## src/hw/rpwr_cfg.svh

```systemverilog
`ifndef RPWR_CFG_SVH
`define RPWR_CFG_SVH

// Register indices on the software port
`define RPWR_REG_CTRL       4'h0
`define RPWR_REG_GUIDE_S    4'h1
`define RPWR_REG_GUIDE_L    4'h2
`define RPWR_REG_LOW_S      4'h3
`define RPWR_REG_LOW_L      4'h4
`define RPWR_REG_ZERO_S     4'h5
`define RPWR_REG_ZERO_L     4'h6
`define RPWR_REG_ONE_S      4'h7
`define RPWR_REG_ONE_L      4'h8
`define RPWR_REG_END_W      4'h9
`define RPWR_REG_SHIFT      4'ha
`define RPWR_REG_COUNT      4'hb
`define RPWR_REG_DATA       4'hc
`define RPWR_REG_STATUS     4'hd

// Control register fields
`define RPWR_CTRL_EN        7
`define RPWR_CTRL_NCW       6
`define RPWR_CTRL_HALVE     5
`define RPWR_CTRL_MASK      8'he0

// Reset values
`define RPWR_RST_BYTE       8'h00
`define RPWR_RST_CNT        4'h0

// Widths and counts
`define RPWR_DATA_BITS      8
`define RPWR_WORD_BITS      4'h8
`define RPWR_CNT_MAX        8'hff

`endif

```

## src/hw/rpwr_pkg.sv

```systemverilog
package rpwr_pkg;

   typedef enum logic [2:0] {
      RPWR_IDLE      = 3'b000,
      RPWR_WAIT_RISE = 3'b001,
      RPWR_GUIDE_HI  = 3'b010,
      RPWR_DATA_LO   = 3'b011,
      RPWR_DATA_HI   = 3'b100,
      RPWR_END_LO    = 3'b101,
      RPWR_HALT      = 3'b110
   } rpwr_state_t;

   typedef struct packed {
      logic reception_error_event;
      logic reception_end_event;
      logic guide_pulse_event;
      logic data_full_event;
   } rpwr_events_t;

   typedef struct packed {
      logic [3:0] addr;
      logic [7:0] wdata;
      logic wr;
      logic rd;
   } rpwr_bus_req_t;

endpackage : rpwr_pkg

```

## src/hw/rpwr_receiver.sv

```systemverilog
// Functional notes
// - Zero-width high records bit 0, measures low
// - One-width high records bit 1, measures low
// - Short or gap high width gives error
// - High reaching one-long threshold gives error
// - Rise during end count gives error
// - End count done raises end, halts
// - Rise before data-low short gives error
// - No error before valid guide pulse
// - One error only until next guide
// - End count starts after data-low long passed
// - Operation tick is source or halved source
// - Pin synchronised, first stage one tick later
// - Second stage follows first when agreeing
// - Third stage follows second when agreeing
// - Noise bit selects second or third stage
// - Filter rejects short pulses per setting
// - Internal input lags pin by stages
// - Valid guide width raises guide, starts data
// - Long data low starts end count
// - Full shift register copies to data, clears
// - Error clears shift register and bit count
//
// Our own choices: the register addresses and the strobed register port.
`timescale 1ns/10ps
`include "rpwr_cfg.svh"

module rpwr_receiver (
   // Clock and reset
   input wire logic mclk,
   input wire logic rstn,
   // Source clock enable and remote pin
   input wire logic src_tick,
   input wire logic remote_input_pin,
   // Software register port
   input wire rpwr_pkg::rpwr_bus_req_t bus_req,
   output logic [7:0] rdata,
   // Event pulses
   output rpwr_pkg::rpwr_events_t events
);
   import rpwr_pkg::*;

   logic rst_pipe;
   logic rst_n;
   logic [7:0] ctrl;
   logic [7:0] guide_high_short_threshold;
   logic [7:0] guide_high_long_threshold;
   logic [7:0] data_low_short_threshold;
   logic [7:0] data_low_long_threshold;
   logic [7:0] zero_high_short_threshold;
   logic [7:0] zero_high_long_threshold;
   logic [7:0] one_high_short_threshold;
   logic [7:0] one_high_long_threshold;
   logic [7:0] end_width_threshold;
   logic [7:0] receive_shift_register;
   logic [3:0] received_bit_count;
   logic [7:0] receive_data_register;
   logic half_phase;
   logic op_tick;
   logic sync_in;
   logic sample_stage_one;
   logic sample_stage_two;
   logic sample_stage_three;
   logic filt_in;
   logic filt_prev;
   logic rise;
   logic fall;
   logic [7:0] width_cnt;
   rpwr_state_t state;
   rpwr_state_t next_state;
   logic err_lock;
   logic err_hit;
   logic bit_valid;
   logic bit_value;
   logic guide_ok;
   logic end_hit;
   logic shift_read;
   logic receive_enable_bit;
   logic noise_width_bit;
   logic clock_halve_bit;

   function automatic logic in_range(input logic [7:0] v,
                                     input logic [7:0] lo,
                                     input logic [7:0] hi);
      in_range = (v >= lo) && (v < hi);
   endfunction : in_range

   // Reset release through two flops
   always_ff @(posedge mclk or negedge rstn) begin
      if (!rstn) begin
         rst_pipe <= 1'b0;
         rst_n <= 1'b0;
      end else begin
         rst_pipe <= 1'b1;
         rst_n <= rst_pipe;
      end
   end

   assign receive_enable_bit = ctrl[`RPWR_CTRL_EN];
   assign noise_width_bit = ctrl[`RPWR_CTRL_NCW];
   assign clock_halve_bit = ctrl[`RPWR_CTRL_HALVE];
   assign shift_read = bus_req.rd && (bus_req.addr == `RPWR_REG_SHIFT);

   // Thresholds and control; thresholds are taken as written, control keeps bits 7 to 5 only;
   // software keeps them stable and ordered while the receiver runs
   always_ff @(posedge mclk or negedge rst_n) begin
      if (!rst_n) begin
         ctrl <= `RPWR_RST_BYTE;
         guide_high_short_threshold <= `RPWR_RST_BYTE;
         guide_high_long_threshold <= `RPWR_RST_BYTE;
         data_low_short_threshold <= `RPWR_RST_BYTE;
         data_low_long_threshold <= `RPWR_RST_BYTE;
         zero_high_short_threshold <= `RPWR_RST_BYTE;
         zero_high_long_threshold <= `RPWR_RST_BYTE;
         one_high_short_threshold <= `RPWR_RST_BYTE;
         one_high_long_threshold <= `RPWR_RST_BYTE;
         end_width_threshold <= `RPWR_RST_BYTE;
      end else if (bus_req.wr) begin
         if (bus_req.addr == `RPWR_REG_CTRL) begin
            ctrl <= bus_req.wdata & `RPWR_CTRL_MASK;
         end else if (bus_req.addr == `RPWR_REG_GUIDE_S) begin
            guide_high_short_threshold <= bus_req.wdata;
         end else if (bus_req.addr == `RPWR_REG_GUIDE_L) begin
            guide_high_long_threshold <= bus_req.wdata;
         end else if (bus_req.addr == `RPWR_REG_LOW_S) begin
            data_low_short_threshold <= bus_req.wdata;
         end else if (bus_req.addr == `RPWR_REG_LOW_L) begin
            data_low_long_threshold <= bus_req.wdata;
         end else if (bus_req.addr == `RPWR_REG_ZERO_S) begin
            zero_high_short_threshold <= bus_req.wdata;
         end else if (bus_req.addr == `RPWR_REG_ZERO_L) begin
            zero_high_long_threshold <= bus_req.wdata;
         end else if (bus_req.addr == `RPWR_REG_ONE_S) begin
            one_high_short_threshold <= bus_req.wdata;
         end else if (bus_req.addr == `RPWR_REG_ONE_L) begin
            one_high_long_threshold <= bus_req.wdata;
         end else if (bus_req.addr == `RPWR_REG_END_W) begin
            end_width_threshold <= bus_req.wdata;
         end
      end
   end

   // Operation tick: every source tick, or every second one when halved
   always_ff @(posedge mclk or negedge rst_n) begin
      if (!rst_n) begin
         half_phase <= 1'b0;
      end else if (!receive_enable_bit) begin
         half_phase <= 1'b0;
      end else if (src_tick) begin
         half_phase <= ~half_phase;
      end
   end

   assign op_tick = src_tick && receive_enable_bit
                    && (!clock_halve_bit || half_phase);

   // Noise filter: stages two and three only move when the synchronised level agrees,
   // so one stray tick of the other level never reaches the decoder
   always_ff @(posedge mclk or negedge rst_n) begin
      if (!rst_n) begin
         sync_in <= 1'b0;
         sample_stage_one <= 1'b0;
         sample_stage_two <= 1'b0;
         sample_stage_three <= 1'b0;
         filt_prev <= 1'b0;
      end else if (!receive_enable_bit) begin
         sync_in <= 1'b0;
         sample_stage_one <= 1'b0;
         sample_stage_two <= 1'b0;
         sample_stage_three <= 1'b0;
         filt_prev <= 1'b0;
      end else if (op_tick) begin
         sync_in <= remote_input_pin;
         sample_stage_one <= sync_in;
         if (sync_in == sample_stage_one) begin
            sample_stage_two <= sample_stage_one;
         end
         if (sync_in == sample_stage_two) begin
            sample_stage_three <= sample_stage_two;
         end
         filt_prev <= filt_in;
      end
   end

   assign filt_in = noise_width_bit ? sample_stage_three
                                    : sample_stage_two;
   assign rise = op_tick && filt_in && !filt_prev;
   assign fall = op_tick && !filt_in && filt_prev;

   // Single width counter, restarted on every filtered edge
   always_ff @(posedge mclk or negedge rst_n) begin
      if (!rst_n) begin
         width_cnt <= `RPWR_RST_BYTE;
      end else if (state == RPWR_IDLE) begin
         width_cnt <= `RPWR_RST_BYTE;
      end else if (rise || fall) begin
         width_cnt <= `RPWR_RST_BYTE;
      end else if (op_tick && state == RPWR_DATA_LO
                   && width_cnt == data_low_long_threshold) begin
         width_cnt <= `RPWR_RST_BYTE;
      end else if (op_tick && width_cnt != `RPWR_CNT_MAX) begin
         width_cnt <= width_cnt + 8'h01;
      end
   end

   assign guide_ok = in_range(width_cnt, guide_high_short_threshold,
                              guide_high_long_threshold);
   assign end_hit = op_tick && !filt_in
                    && width_cnt == end_width_threshold;

   // Phase decisions
   always_comb begin
      next_state = state;
      err_hit = 1'b0;
      bit_valid = 1'b0;
      bit_value = 1'b0;
      if (!receive_enable_bit) begin
         next_state = RPWR_IDLE;
      end else begin
         case (state)
            RPWR_IDLE: begin
               next_state = RPWR_WAIT_RISE;
            end
            RPWR_WAIT_RISE: begin
               if (rise) begin
                  next_state = RPWR_GUIDE_HI;
               end
            end
            RPWR_GUIDE_HI: begin
               if (fall) begin
                  next_state = guide_ok ? RPWR_DATA_LO
                                        : RPWR_WAIT_RISE;
               end
            end
            RPWR_DATA_LO: begin
               if (rise) begin
                  if (width_cnt < data_low_short_threshold) begin
                     err_hit = 1'b1;
                     next_state = RPWR_GUIDE_HI;
                  end else begin
                     next_state = RPWR_DATA_HI;
                  end
               end else if (op_tick
                            && width_cnt == data_low_long_threshold) begin
                  next_state = RPWR_END_LO;
               end
            end
            RPWR_DATA_HI: begin
               if (fall) begin
                  if (in_range(width_cnt, zero_high_short_threshold,
                               zero_high_long_threshold)) begin
                     bit_valid = 1'b1;
                     next_state = RPWR_DATA_LO;
                  end else if (in_range(width_cnt, one_high_short_threshold,
                                        one_high_long_threshold)) begin
                     bit_valid = 1'b1;
                     bit_value = 1'b1;
                     next_state = RPWR_DATA_LO;
                  end else begin
                     err_hit = 1'b1;
                     next_state = RPWR_WAIT_RISE;
                  end
               end else if (op_tick && filt_in
                            && width_cnt >= one_high_long_threshold) begin
                  err_hit = 1'b1;
                  next_state = RPWR_WAIT_RISE;
               end
            end
            RPWR_END_LO: begin
               if (rise) begin
                  err_hit = 1'b1;
                  next_state = RPWR_GUIDE_HI;
               end else if (end_hit) begin
                  next_state = RPWR_HALT;
               end
            end
            RPWR_HALT: begin
               if (shift_read) begin
                  next_state = RPWR_WAIT_RISE;
               end
            end
            default: begin
               next_state = RPWR_IDLE;
            end
         endcase
      end
   end

   always_ff @(posedge mclk or negedge rst_n) begin
      if (!rst_n) begin
         state <= RPWR_IDLE;
      end else begin
         state <= next_state;
      end
   end

   // Error lock: cleared by a valid guide, set by the first error after it
   always_ff @(posedge mclk or negedge rst_n) begin
      if (!rst_n) begin
         err_lock <= 1'b1;
      end else if (state == RPWR_IDLE) begin
         err_lock <= 1'b1;
      end else if (state == RPWR_GUIDE_HI && fall && guide_ok) begin
         err_lock <= 1'b0;
      end else if (err_hit) begin
         err_lock <= 1'b1;
      end
   end

   // Shift register, bit count and data register
   always_ff @(posedge mclk or negedge rst_n) begin
      if (!rst_n) begin
         receive_shift_register <= `RPWR_RST_BYTE;
         received_bit_count <= `RPWR_RST_CNT;
         receive_data_register <= `RPWR_RST_BYTE;
      end else if (!receive_enable_bit) begin
         receive_shift_register <= `RPWR_RST_BYTE;
         received_bit_count <= `RPWR_RST_CNT;
         receive_data_register <= `RPWR_RST_BYTE;
      end else if (err_hit || (state == RPWR_HALT && shift_read)) begin
         receive_shift_register <= `RPWR_RST_BYTE;
         received_bit_count <= `RPWR_RST_CNT;
      end else if (bit_valid) begin
         // Bits arrive first into the top and move down
         if (received_bit_count == `RPWR_WORD_BITS - 4'h1) begin
            receive_data_register <= {bit_value,
                                      receive_shift_register[7:1]};
            receive_shift_register <= `RPWR_RST_BYTE;
            received_bit_count <= `RPWR_RST_CNT;
         end else begin
            receive_shift_register <= {bit_value,
                                       receive_shift_register[7:1]};
            received_bit_count <= received_bit_count + 4'h1;
         end
      end
   end

   // Event pulses, one mclk cycle each
   always_ff @(posedge mclk or negedge rst_n) begin
      if (!rst_n) begin
         events <= '0;
      end else begin
         events.reception_error_event <= err_hit && !err_lock;
         events.reception_end_event <= state == RPWR_END_LO
                                       && !rise && end_hit;
         events.guide_pulse_event <= state == RPWR_GUIDE_HI
                                     && fall && guide_ok;
         events.data_full_event <= bit_valid && !err_hit
            && received_bit_count == `RPWR_WORD_BITS - 4'h1;
      end
   end

   // Read port: data stand only in the cycle after the strobe
   always_ff @(posedge mclk or negedge rst_n) begin
      if (!rst_n) begin
         rdata <= `RPWR_RST_BYTE;
      end else if (!bus_req.rd) begin
         rdata <= `RPWR_RST_BYTE;
      end else if (bus_req.addr == `RPWR_REG_CTRL) begin
         rdata <= ctrl;
      end else if (bus_req.addr == `RPWR_REG_GUIDE_S) begin
         rdata <= guide_high_short_threshold;
      end else if (bus_req.addr == `RPWR_REG_GUIDE_L) begin
         rdata <= guide_high_long_threshold;
      end else if (bus_req.addr == `RPWR_REG_LOW_S) begin
         rdata <= data_low_short_threshold;
      end else if (bus_req.addr == `RPWR_REG_LOW_L) begin
         rdata <= data_low_long_threshold;
      end else if (bus_req.addr == `RPWR_REG_ZERO_S) begin
         rdata <= zero_high_short_threshold;
      end else if (bus_req.addr == `RPWR_REG_ZERO_L) begin
         rdata <= zero_high_long_threshold;
      end else if (bus_req.addr == `RPWR_REG_ONE_S) begin
         rdata <= one_high_short_threshold;
      end else if (bus_req.addr == `RPWR_REG_ONE_L) begin
         rdata <= one_high_long_threshold;
      end else if (bus_req.addr == `RPWR_REG_END_W) begin
         rdata <= end_width_threshold;
      end else if (bus_req.addr == `RPWR_REG_SHIFT) begin
         rdata <= receive_shift_register;
      end else if (bus_req.addr == `RPWR_REG_COUNT) begin
         rdata <= {4'h0, received_bit_count};
      end else if (bus_req.addr == `RPWR_REG_DATA) begin
         rdata <= receive_data_register;
      end else if (bus_req.addr == `RPWR_REG_STATUS) begin
         rdata <= {3'h0, err_lock, filt_in, state};
      end else begin
         rdata <= `RPWR_RST_BYTE;
      end
   end

endmodule : rpwr_receiver

```

## config.mk

```make
export PLATFORM = sky130hd
export DESIGN_NAME = rpwr_receiver
export DESIGN_NICKNAME = d
export VERILOG_FILES = /design/src/hw/rpwr_pkg.sv /design/src/hw/rpwr_receiver.sv
export VERILOG_INCLUDE_DIRS = /design/src /design/src/hw
export SDC_FILE = /design/constraint.sdc
export NUM_CORES = 1
export LEC_CHECK = 0
export BUFFER_PORTS_ARGS = -buffer_cell sky130_fd_sc_hd__clkbuf_2
export CELL_PAD_IN_SITES_DETAIL_PLACEMENT = 0
export CELL_PAD_IN_SITES_GLOBAL_PLACEMENT = 1
export CORE_MARGIN = 2
export CORE_UTILIZATION = 35
export CTS_CLUSTER_DIAMETER = 200
export DETAILED_ROUTE_END_ITERATION = 8
export PLACE_DENSITY = 0.62
export SETUP_SLACK_MARGIN = 0.1
export SYNTH_ARGS = -nofsm -noshare
export SYNTH_HDL_FRONTEND = slang
export SYNTH_SLANG_ARGS = --single-unit
```

## constraint.sdc

```tcl
create_clock -name mclk -period 7.04 [get_ports mclk]
set_clock_uncertainty 0.05 [all_clocks]
set_input_delay 0.704 -clock mclk [delete_from_list [all_inputs] [get_ports mclk]]
set_output_delay 0.704 -clock mclk [all_outputs]
set_load 0.01 [all_outputs]
```

==> results of run 1 <==
-- metrics by stage --
step	worst slack (ns)	util, %	power, mW	hold slack [ns]
2_1_floorplan	3.19	-	1.31	0.281
3_3_place_gp	3.32	37.1	1.53	0.285
3_5_place_dp	3.27	37.1	1.53	0.286
4_1_cts	3.25	39.9	2.44	0.299
5_1_grt	3.01	39.9	2.57	0.305
6_report	3.27	39.9	2.44	0.296
-- cell usage in the layout (no fill, tap or decap), types with 24 or more instances in the layout --
master / synthesis / layout
inv_1: 61 / 61
nor2_1: 57 / 57
dfrtp_1: 126 / 125
mux2i_1: 24 / 24
ha_1: 55 / 55
nand2_1: 80 / 80
a21oi_1: 50 / 50
clkbuf_2: 1 / 29
o21ai_0: 68 / 68
mux2_2: 48 / 48
-- logic make-up after synthesis --
| kind of cell | after synthesis | share of synthesized area (%) |
|---|---|---|
| AOI/OAI and AO/OA | 205 | 16.6 |
| xor gates and xnor gates | 22 | 2.52 |
| adders and majority gates | 55 | 8.99 |
| buffers and inverters | 105 | 5.31 |
| DFF | 127 | 41.5 |
| muxes | 72 | 10.2 |
| other | 1 | 0.0490 |
| and+or+nand+nor | 237 | 14.7 |
-- metal layers --
metal / routed length (um) / share of wire (%) / global-route usage (%)
met1: 12500 / 49 / 34.4
met2: 10900 / 43 / 33.3
met3: 1480 / 5.8 / 4.36
met4: 522 / 2.0 / 6.99
met5: 0 / 0 / 0
-- layout make-up --
cell class	instances	area (um^2)	share of cell area, %
Clock inverter	14	166	1.93
Clock buffer	18	429	4.98
Inverter	62	233	2.70
Multi-Input combinational cell	592	4070	47.2
Sequential cell	127	3180	36.9
Timing Repair Buffer	35	193	2.24
Tap cell	280	350	4.06
-- worst max-delay path, cell delays in order, from the launching register on --
cell	delay (ns)
dfrtp_1	0.65
ha_1	0.34
nor2b_1	0.14
o211ai_1	0.18
a21oi_1	0.11
or4_1	0.61
a21oi_2	0.59
nor2b_1	0.74
mux2i_1	0.27
-- timing repair --
item | CTS | global route
buffers inserted | 0 | 0
endpoints found under the hold margin | 2 | 0
hold buffers | 1 | 0
setup endpoints to repair | 0 | 0
-- worst paths after layout --
check                                   from                             to  slack (ns)  depth (start not counted)
worst max-delay path            width_cnt[1]       receive_data_register[5]        3.27                          8
worst min-delay path                rst_pipe                          rst_n        0.30                          0
worst max register to register  width_cnt[1]       receive_data_register[5]        3.27                          8
worst min register to register      rst_pipe                          rst_n        0.30                          0
max in group asynchronous              rst_n  guide_high_short_threshold[4]        5.19                          1
min in group asynchronous              rst_n                      events[1]        0.33                          0
-- power by group through the flow --
stage | clock network [mW] | registers, mW | logic [mW]
5_1_grt | 0.962 | 1.00 | 0.605
3_5_place_dp | 0 | 0.997 | 0.529
3_3_place_gp | 0 | 0.999 | 0.532
6_report | 0.912 | 0.987 | 0.538
4_1_cts | 0.926 | 0.984 | 0.534
2_1_floorplan | 0 | 0.929 | 0.383
==> results.tsv, run 1 <==
stage	metric	value	unit
timing	Worst Tran Pin Value	1.02	ns
synth	most area-hungry cell type in the Yosys netlist	dfrtp_1	
clock_network	Clock Tree Root	clkbuf_16	
worst_setup_path	Worst setup EP type	flip-flop	
power_and_ir_drop	Sw Ratio	33.9	%
power_and_ir_drop	worst vdd ir	153	uV
synth	Area contributors post-synth	dfrtp_1 41%, ha_1 9.0%, mux2_2 7.1%, o21ai_0 4.4%, nand2_1 3.9%	
clock_network	post-CTS sizing	0	
final_layout	share of post-route cells with drive strength above 1	14.2	%
synth	synth cell count leaders	126 x dfrtp_1, 80 x nand2_1, 68 x o21ai_0, 61 x inv_1, 57 x nor2_1	
timing	min Tclk post-route	3.77	ns
die	I/O pin count	30	
worst_hold_path	Hold Path Class	flip-flop to flip-flop	
run	max_cap viols	0	
synth	Top FF cell, synth	dfrtp_1	
timing	Total Neg Setup Slack	0	ns
drt	vias per cell	5.50	
power_and_ir_drop	Power Dens Cells	283	nW/um^2
clock_network	Max Buffers Root-to-Sink	2	
synth	count leader, synth	dfrtp_1	
synth	Async S/R FF share, synth	100	%
die	core area	21600	um^2
global_route	initial antenna violation count	0	
global_route	first-pass GRT wire length	40000	um
global_route	gr usage total	22.9	%
drt	vias	6205	
power_and_ir_drop	Seq pwr share	40.5	%
synth	distinct cell type count after synthesis	60	
timing	Final Max Slew Viols	0	
synth	synthesized flop and latch total	127	
power_and_ir_drop	clock network fraction of total power	37.4	%
worst_setup_path	critical path type	flip-flop to flip-flop	
final_layout	post-route design area	8620	um^2
worst_setup_path	Worst Path Max Fanout	18	
drt	starting DRC count in detailed routing	475	
synth	Post-Synthesis Cells	824	
placed_design	Post-DP Area	8020	um^2
power_and_ir_drop	Switching Power	0.826	mW
synth	Synth top area share	41.2	%
global_route	largest net degree at the start of global routing	72	
power_and_ir_drop	Lkg Pwr	3.93	nW
placed_design	number of port buffers	29	
die	Site Rows	54	
timing	final-report hold violation count	0	
final_layout	fin cells	1128	
timing	Final setup viols	0	
drt	DRC	0	
drt	WL per Instance	22.6	um
synth	Yosys warnings	0	
synth	Avg Cell Area, Syn	9.29	um^2
die	die area	23100	um^2
clock_network	Max H-tree Level	4	
clock_network	CTS tree	built	
clock_network	Skew-Pair Late Insertion Delay	0.43	ns
final_layout	fillers	2156	
final_layout	final layout net count	908	
placed_design	routability cong.	0.876	
timing	RSZ-0062 raised after global routing	false	
power_and_ir_drop	Comb pwr share	22.1	%
drt	router iterations before antenna repair	5	
timing	Achievable Freq	0.265	GHz
global_route	Overflow after GRT	0	
timing	relative slew slack	31.9	%
global_route	vias in the first global route	6250	
worst_setup_path	CP arrival	4.06	ns
die	DIE HEIGHT	152	um
status	status	completed	
worst_setup_path	CP Data Required Time	7.33	ns
synth	Post-synth EDFFs	0	
clock_network	Num CTS Buffers	17	
die	Die Width	152	um
timing	Final period util	53.5	%
final_layout	ant diodes	0	
clock_network	clock-pin transition on the worst setup and hold timing paths	0.06	ns
final_layout	P&R area growth vs syn	12.7	%
clock_network	Clock Sinks	127	
power_and_ir_drop	Internal	1.61	mW
synth	post-synthesis sequential area ratio	41.5	%
synth	Post-Syn Area	7650	um^2
drt	drt total wl	25500	um
placed_design	dpl cells	1095	
synth	Net Count, Synth	897	
drt	Final ANT Viol Nets	0	
placed_design	Final HPWL DP	18900	um
worst_setup_path	nature of the critical path startpoint	flip-flop	
die	Starting Density	35.4	%
(Power assumes the default switching activity.)
==> inputs of run 2 (changes only) <==
- ABC_AREA: not set -> 1
- PLACE_DENSITY: 0.62 -> 0.66
- clock period: 7.04 -> 3.1 ns (I/O delays scaled with it)
==> run 2 against run 1 <==
Against the previous run: critical path type unchanged; sequential cell count unchanged; non-clock buffer count increased by 1; die area about the same; global-route usage decreased by 1.1 points; count of clock-buffer cells in the layout increased by 5; hold slack got worse by 0.24 ns; maximum frequency increased by 46%; cell count increased by 16%; synthesized cell count increased by 19%; via count increased by 5.3%; sequential share of layout area decreased by 0.17 points.
==> results.tsv, run 2 <==
stage	metric	value	unit	change
final_layout	share of post-route cells with drive strength above 1	9.51	%	-4.6 points
synth	distinct cell type count after synthesis	45		-25%
timing	Final period util	83.5	%	+30 points
worst_setup_path	Worst Path Max Fanout	15		-3
synth	most area-hungry cell type in the Yosys netlist	dfrtp_1		
power_and_ir_drop	worst vdd ir	275	uV	+80%
clock_network	Max H-tree Level	4		unchanged
worst_setup_path	slowest CP cell	dfrtp_1		
worst_setup_path	critical path depth	12		+4
synth	count leader, synth	nand2_1		
drt	vias per cell	4.99		-9.4%
timing	final-report hold violation count	0		unchanged
synth	Area contributors post-synth	dfrtp_1 41%, nand2_1 14%, ha_1 9.0%, o21ai_0 6.9%, inv_1 6.6%		
synth	Post-Syn Area	7640	um^2	about the same
placed_design	routability cong.	0.888		+1.4%
synth	synthesized flop and latch total	127		unchanged
clock_network	Max Buffers Root-to-Sink	2		unchanged
global_route	Overflow after GRT	0		unchanged
worst_hold_path	Hold Path Depth	3		+3
global_route	vias in the first global route	6580		+5.3%
worst_setup_path	Top delay family on crit path	simple AND/OR/NAND/NOR gates		
placed_design	Final HPWL DP	17600	um	-6.9%
worst_setup_path	Worst setup EP type	flip-flop		
synth	Post-synth EDFFs	0		unchanged
timing	relative slew slack	47.0	%	+15 points
synth	Top FF cell, synth	dfrtp_1		
timing	Worst Tran Pin Value	0.795	ns	-0.223 ns
drt	WL per Instance	17.7	um	-21%
worst_setup_path	Worst Path Buf+Inv	2		+2
global_route	gr usage total	21.8	%	-1.1 points
worst_setup_path	CP Data Required Time	3.35	ns	-3.98 ns
timing	Achievable Freq	0.386	GHz	+46%
timing	RSZ-0062 raised after global routing	false		
worst_setup_path	Largest stage delay, worst path	0.66	ns	-0.08 ns
power_and_ir_drop	Seq pwr share	41.5	%	+1.0 points
power_and_ir_drop	Power Dens Cells	593	nW/um^2	+110%
die	DIE HEIGHT	152	um	about the same
die	Starting Density	35.4	%	about the same
die	core area	21600	um^2	unchanged
placed_design	number of port buffers	29		unchanged
clock_network	Clock Sinks	127		unchanged
timing	Final setup viols	0		unchanged
synth	post-synthesis sequential area ratio	41.6	%	about the same
clock_network	post-CTS sizing	0		unchanged
synth	Synth top area share	41.2	%	about the same
final_layout	final layout net count	1092		+20%
die	Site Rows	54		unchanged
clock_network	CTS tree	built		
drt	vias	6531		+5.3%
timing	Final Hold Slack	0.0554	ns	-0.240 ns
synth	Avg Cell Area, Syn	7.77	um^2	-16%
power_and_ir_drop	clock network fraction of total power	38.2	%	+0.8 points
drt	drt total wl	23200	um	-8.8%
worst_hold_path	Hold Path Class	input pin to flip-flop		
worst_setup_path	most frequent CP cell	nand2_1		
power_and_ir_drop	Internal	3.49	mW	+120%
worst_setup_path	CP arrival	2.84	ns	-1.22 ns
final_layout	fillers	2310		+7.1%
clock_network	Skew-Pair Late Insertion Delay	0.43	ns	about the same
synth	Async S/R FF share, synth	100	%	unchanged
worst_setup_path	critical path type	flip-flop to flip-flop		
synth	synth cell count leaders	276 x nand2_1, 135 x inv_1, 126 x dfrtp_1, 106 x o21ai_0, 61 x a21oi_1		
clock_network	Clock Tree Root	clkbuf_16		
drt	router iterations before antenna repair	5		unchanged
synth	Net Count, Synth	1057		+18%
timing	Final Max Slew Viols	0		unchanged
status	status	completed		
power_and_ir_drop	Switching Power	1.65	mW	+99%
final_layout	commonest non-fill, non-tap cell in the layout	nand2_1		
global_route	largest net degree at the start of global routing	55		-24%
drt	Final ANT Viol Nets	0		unchanged
synth	Yosys warnings	0		unchanged
synth	Post-Synthesis Cells	984		+19%
clock_network	clock-pin transition on the worst setup and hold timing paths	0.05	ns	about the same
global_route	first-pass GRT wire length	37400	um	-6.5%
worst_setup_path	worst reg2reg path depth	12		+4
power_and_ir_drop	Sw Ratio	32.1	%	-1.8 points
power_and_ir_drop	Comb pwr share	20.3	%	-1.8 points
clock_network	Num CTS Buffers	17		unchanged
worst_setup_path	critical-path cell list	ha_1 > a21oi_1 > o21a_1 > nand3_1 > nand2_1 > nand2_1 > nand2_2 > inv_1 > nand2_2 > inv_1 > nand2_1 > o21ai_0		
timing	Total Neg Setup Slack	0	ns	unchanged
drt	starting DRC count in detailed routing	413		-13%
worst_setup_path	nature of the critical path startpoint	flip-flop		
die	die area	23000	um^2	about the same
final_layout	P&R area growth vs syn	13.3	%	
power_and_ir_drop	Lkg Pwr	4.39	nW	+12%
drt	DRC	0		unchanged
final_layout	ant diodes	0		unchanged
timing	min Tclk post-route	2.59	ns	-1.18 ns
die	Die Width	152	um	about the same
run	max_cap viols	0		unchanged
global_route	initial antenna violation count	0		unchanged
final_layout	most frequent cells in the layout	276 x nand2_1, 135 x inv_1, 125 x dfrtp_1		
die	I/O pin count	30		unchanged
-- run 2: cell types whose count changed after synthesis, moves of 11 or more --
cell,change
a22oi_1,-14
mux2i_1,-24
clkbuf_1,-22
inv_1,+74
nand3_1,+26
nor2_1,-11
a21oi_1,+11
nand2b_1,-13
nor2b_1,-17
mux2_2,-44
o21ai_0,+38
nand2_1,+196
-- run 2: logic make-up after synthesis --
logic type               count (synthesis)  share of synthesized area, %
flip-flops                             127                          41.6
AND/OR/NAND/NOR                        415                          23.6
adder cells (fa/ha/maj)                 55                          9.00
AO/OA/AOI/OAI                          201                          14.5
XOR/XNOR                                20                          2.29
multiplexers                             4                         0.589
buffers and inverters                  161                          8.45
other                                    1                        0.0491
-- run 2: worst paths after layout --
check                                 start                        to  slack [ns]
max                            width_cnt[5]  receive_data_register[6]        0.51
min                        remote_input_pin                   sync_in        0.06
max reg2reg                    width_cnt[5]  receive_data_register[6]        0.51
min reg2reg                        rst_pipe                     rst_n        0.30
max in group asynchronous             rst_n                  err_lock        1.82
min in group asynchronous              rstn                     rst_n        0.14
-- run 2: per-stage QoR --
stage               power, mW  setup WS [ns]  cells  cell area (um^2)  utilization (%)
floorplan                2.85          0.935    984              7650                -
global placement         3.20          0.609   1279              8090             37.4
detailed placement       3.20          0.537   1279              8090             37.4
CTS                      5.19          0.516   1310              8660             40.1
global route             5.45          0.268   1310              8660             40.1
finish                   5.14          0.511   1310              8660             40.1
-- run 2: timing repair --
item / in CTS / in global routing
buffers inserted: 0 / 0
hold buffers: 1 / 0
endpoints found under the hold margin: 2 / 0
-- run 2: power groups by stage --
stage | logic [mW] | clock network (mW) | registers (mW)
4_1_cts | 1.05 | 2.00 | 2.13
6_report | 1.04 | 1.96 | 2.13
3_3_place_gp | 1.05 | 0 | 2.15
3_5_place_dp | 1.05 | 0 | 2.16
2_1_floorplan | 0.763 | 0 | 2.08
5_1_grt | 1.22 | 2.06 | 2.16
-- run 2: worst register-to-register path, stage by stage (launching register included) --
cell and delay (ns):
dfrtp_1 0.66, ha_1 0.35, a21oi_1 0.23, o21a_1 0.14, nand3_1 0.08, nand2_1 0.11
nand2_1 0.07, nand2_2 0.22, inv_1 0.13, nand2_2 0.22, inv_1 0.09, nand2_1 0.06
o21ai_0 0.07
-- run 2: layout make-up --
type                       instances  area (um^2)  share of cell area (%)
tap                              280          350                    4.05
timing repair buffer              36          213                    2.46
sequential                       127         3180                    36.8
inverter                         141          529                    6.11
clock buffer                      23          478                    5.52
multi-input combinational        696         3820                    44.1
clock inverter                     7         87.6                    1.01
-- run 2: layer usage --
metal | vias up | wire [um] | GRT usage, % | share of wire (%)
li1 | 3293 | - | - | -
met1 | 3079 | 11200 | 29.9 | 48
met2 | 125 | 10600 | 34.8 | 45
met3 | 34 | 909 | 3.38 | 3.9
met4 | 0 | 518 | 7.92 | 2.2
met5 | - | 0 | 0 | 0
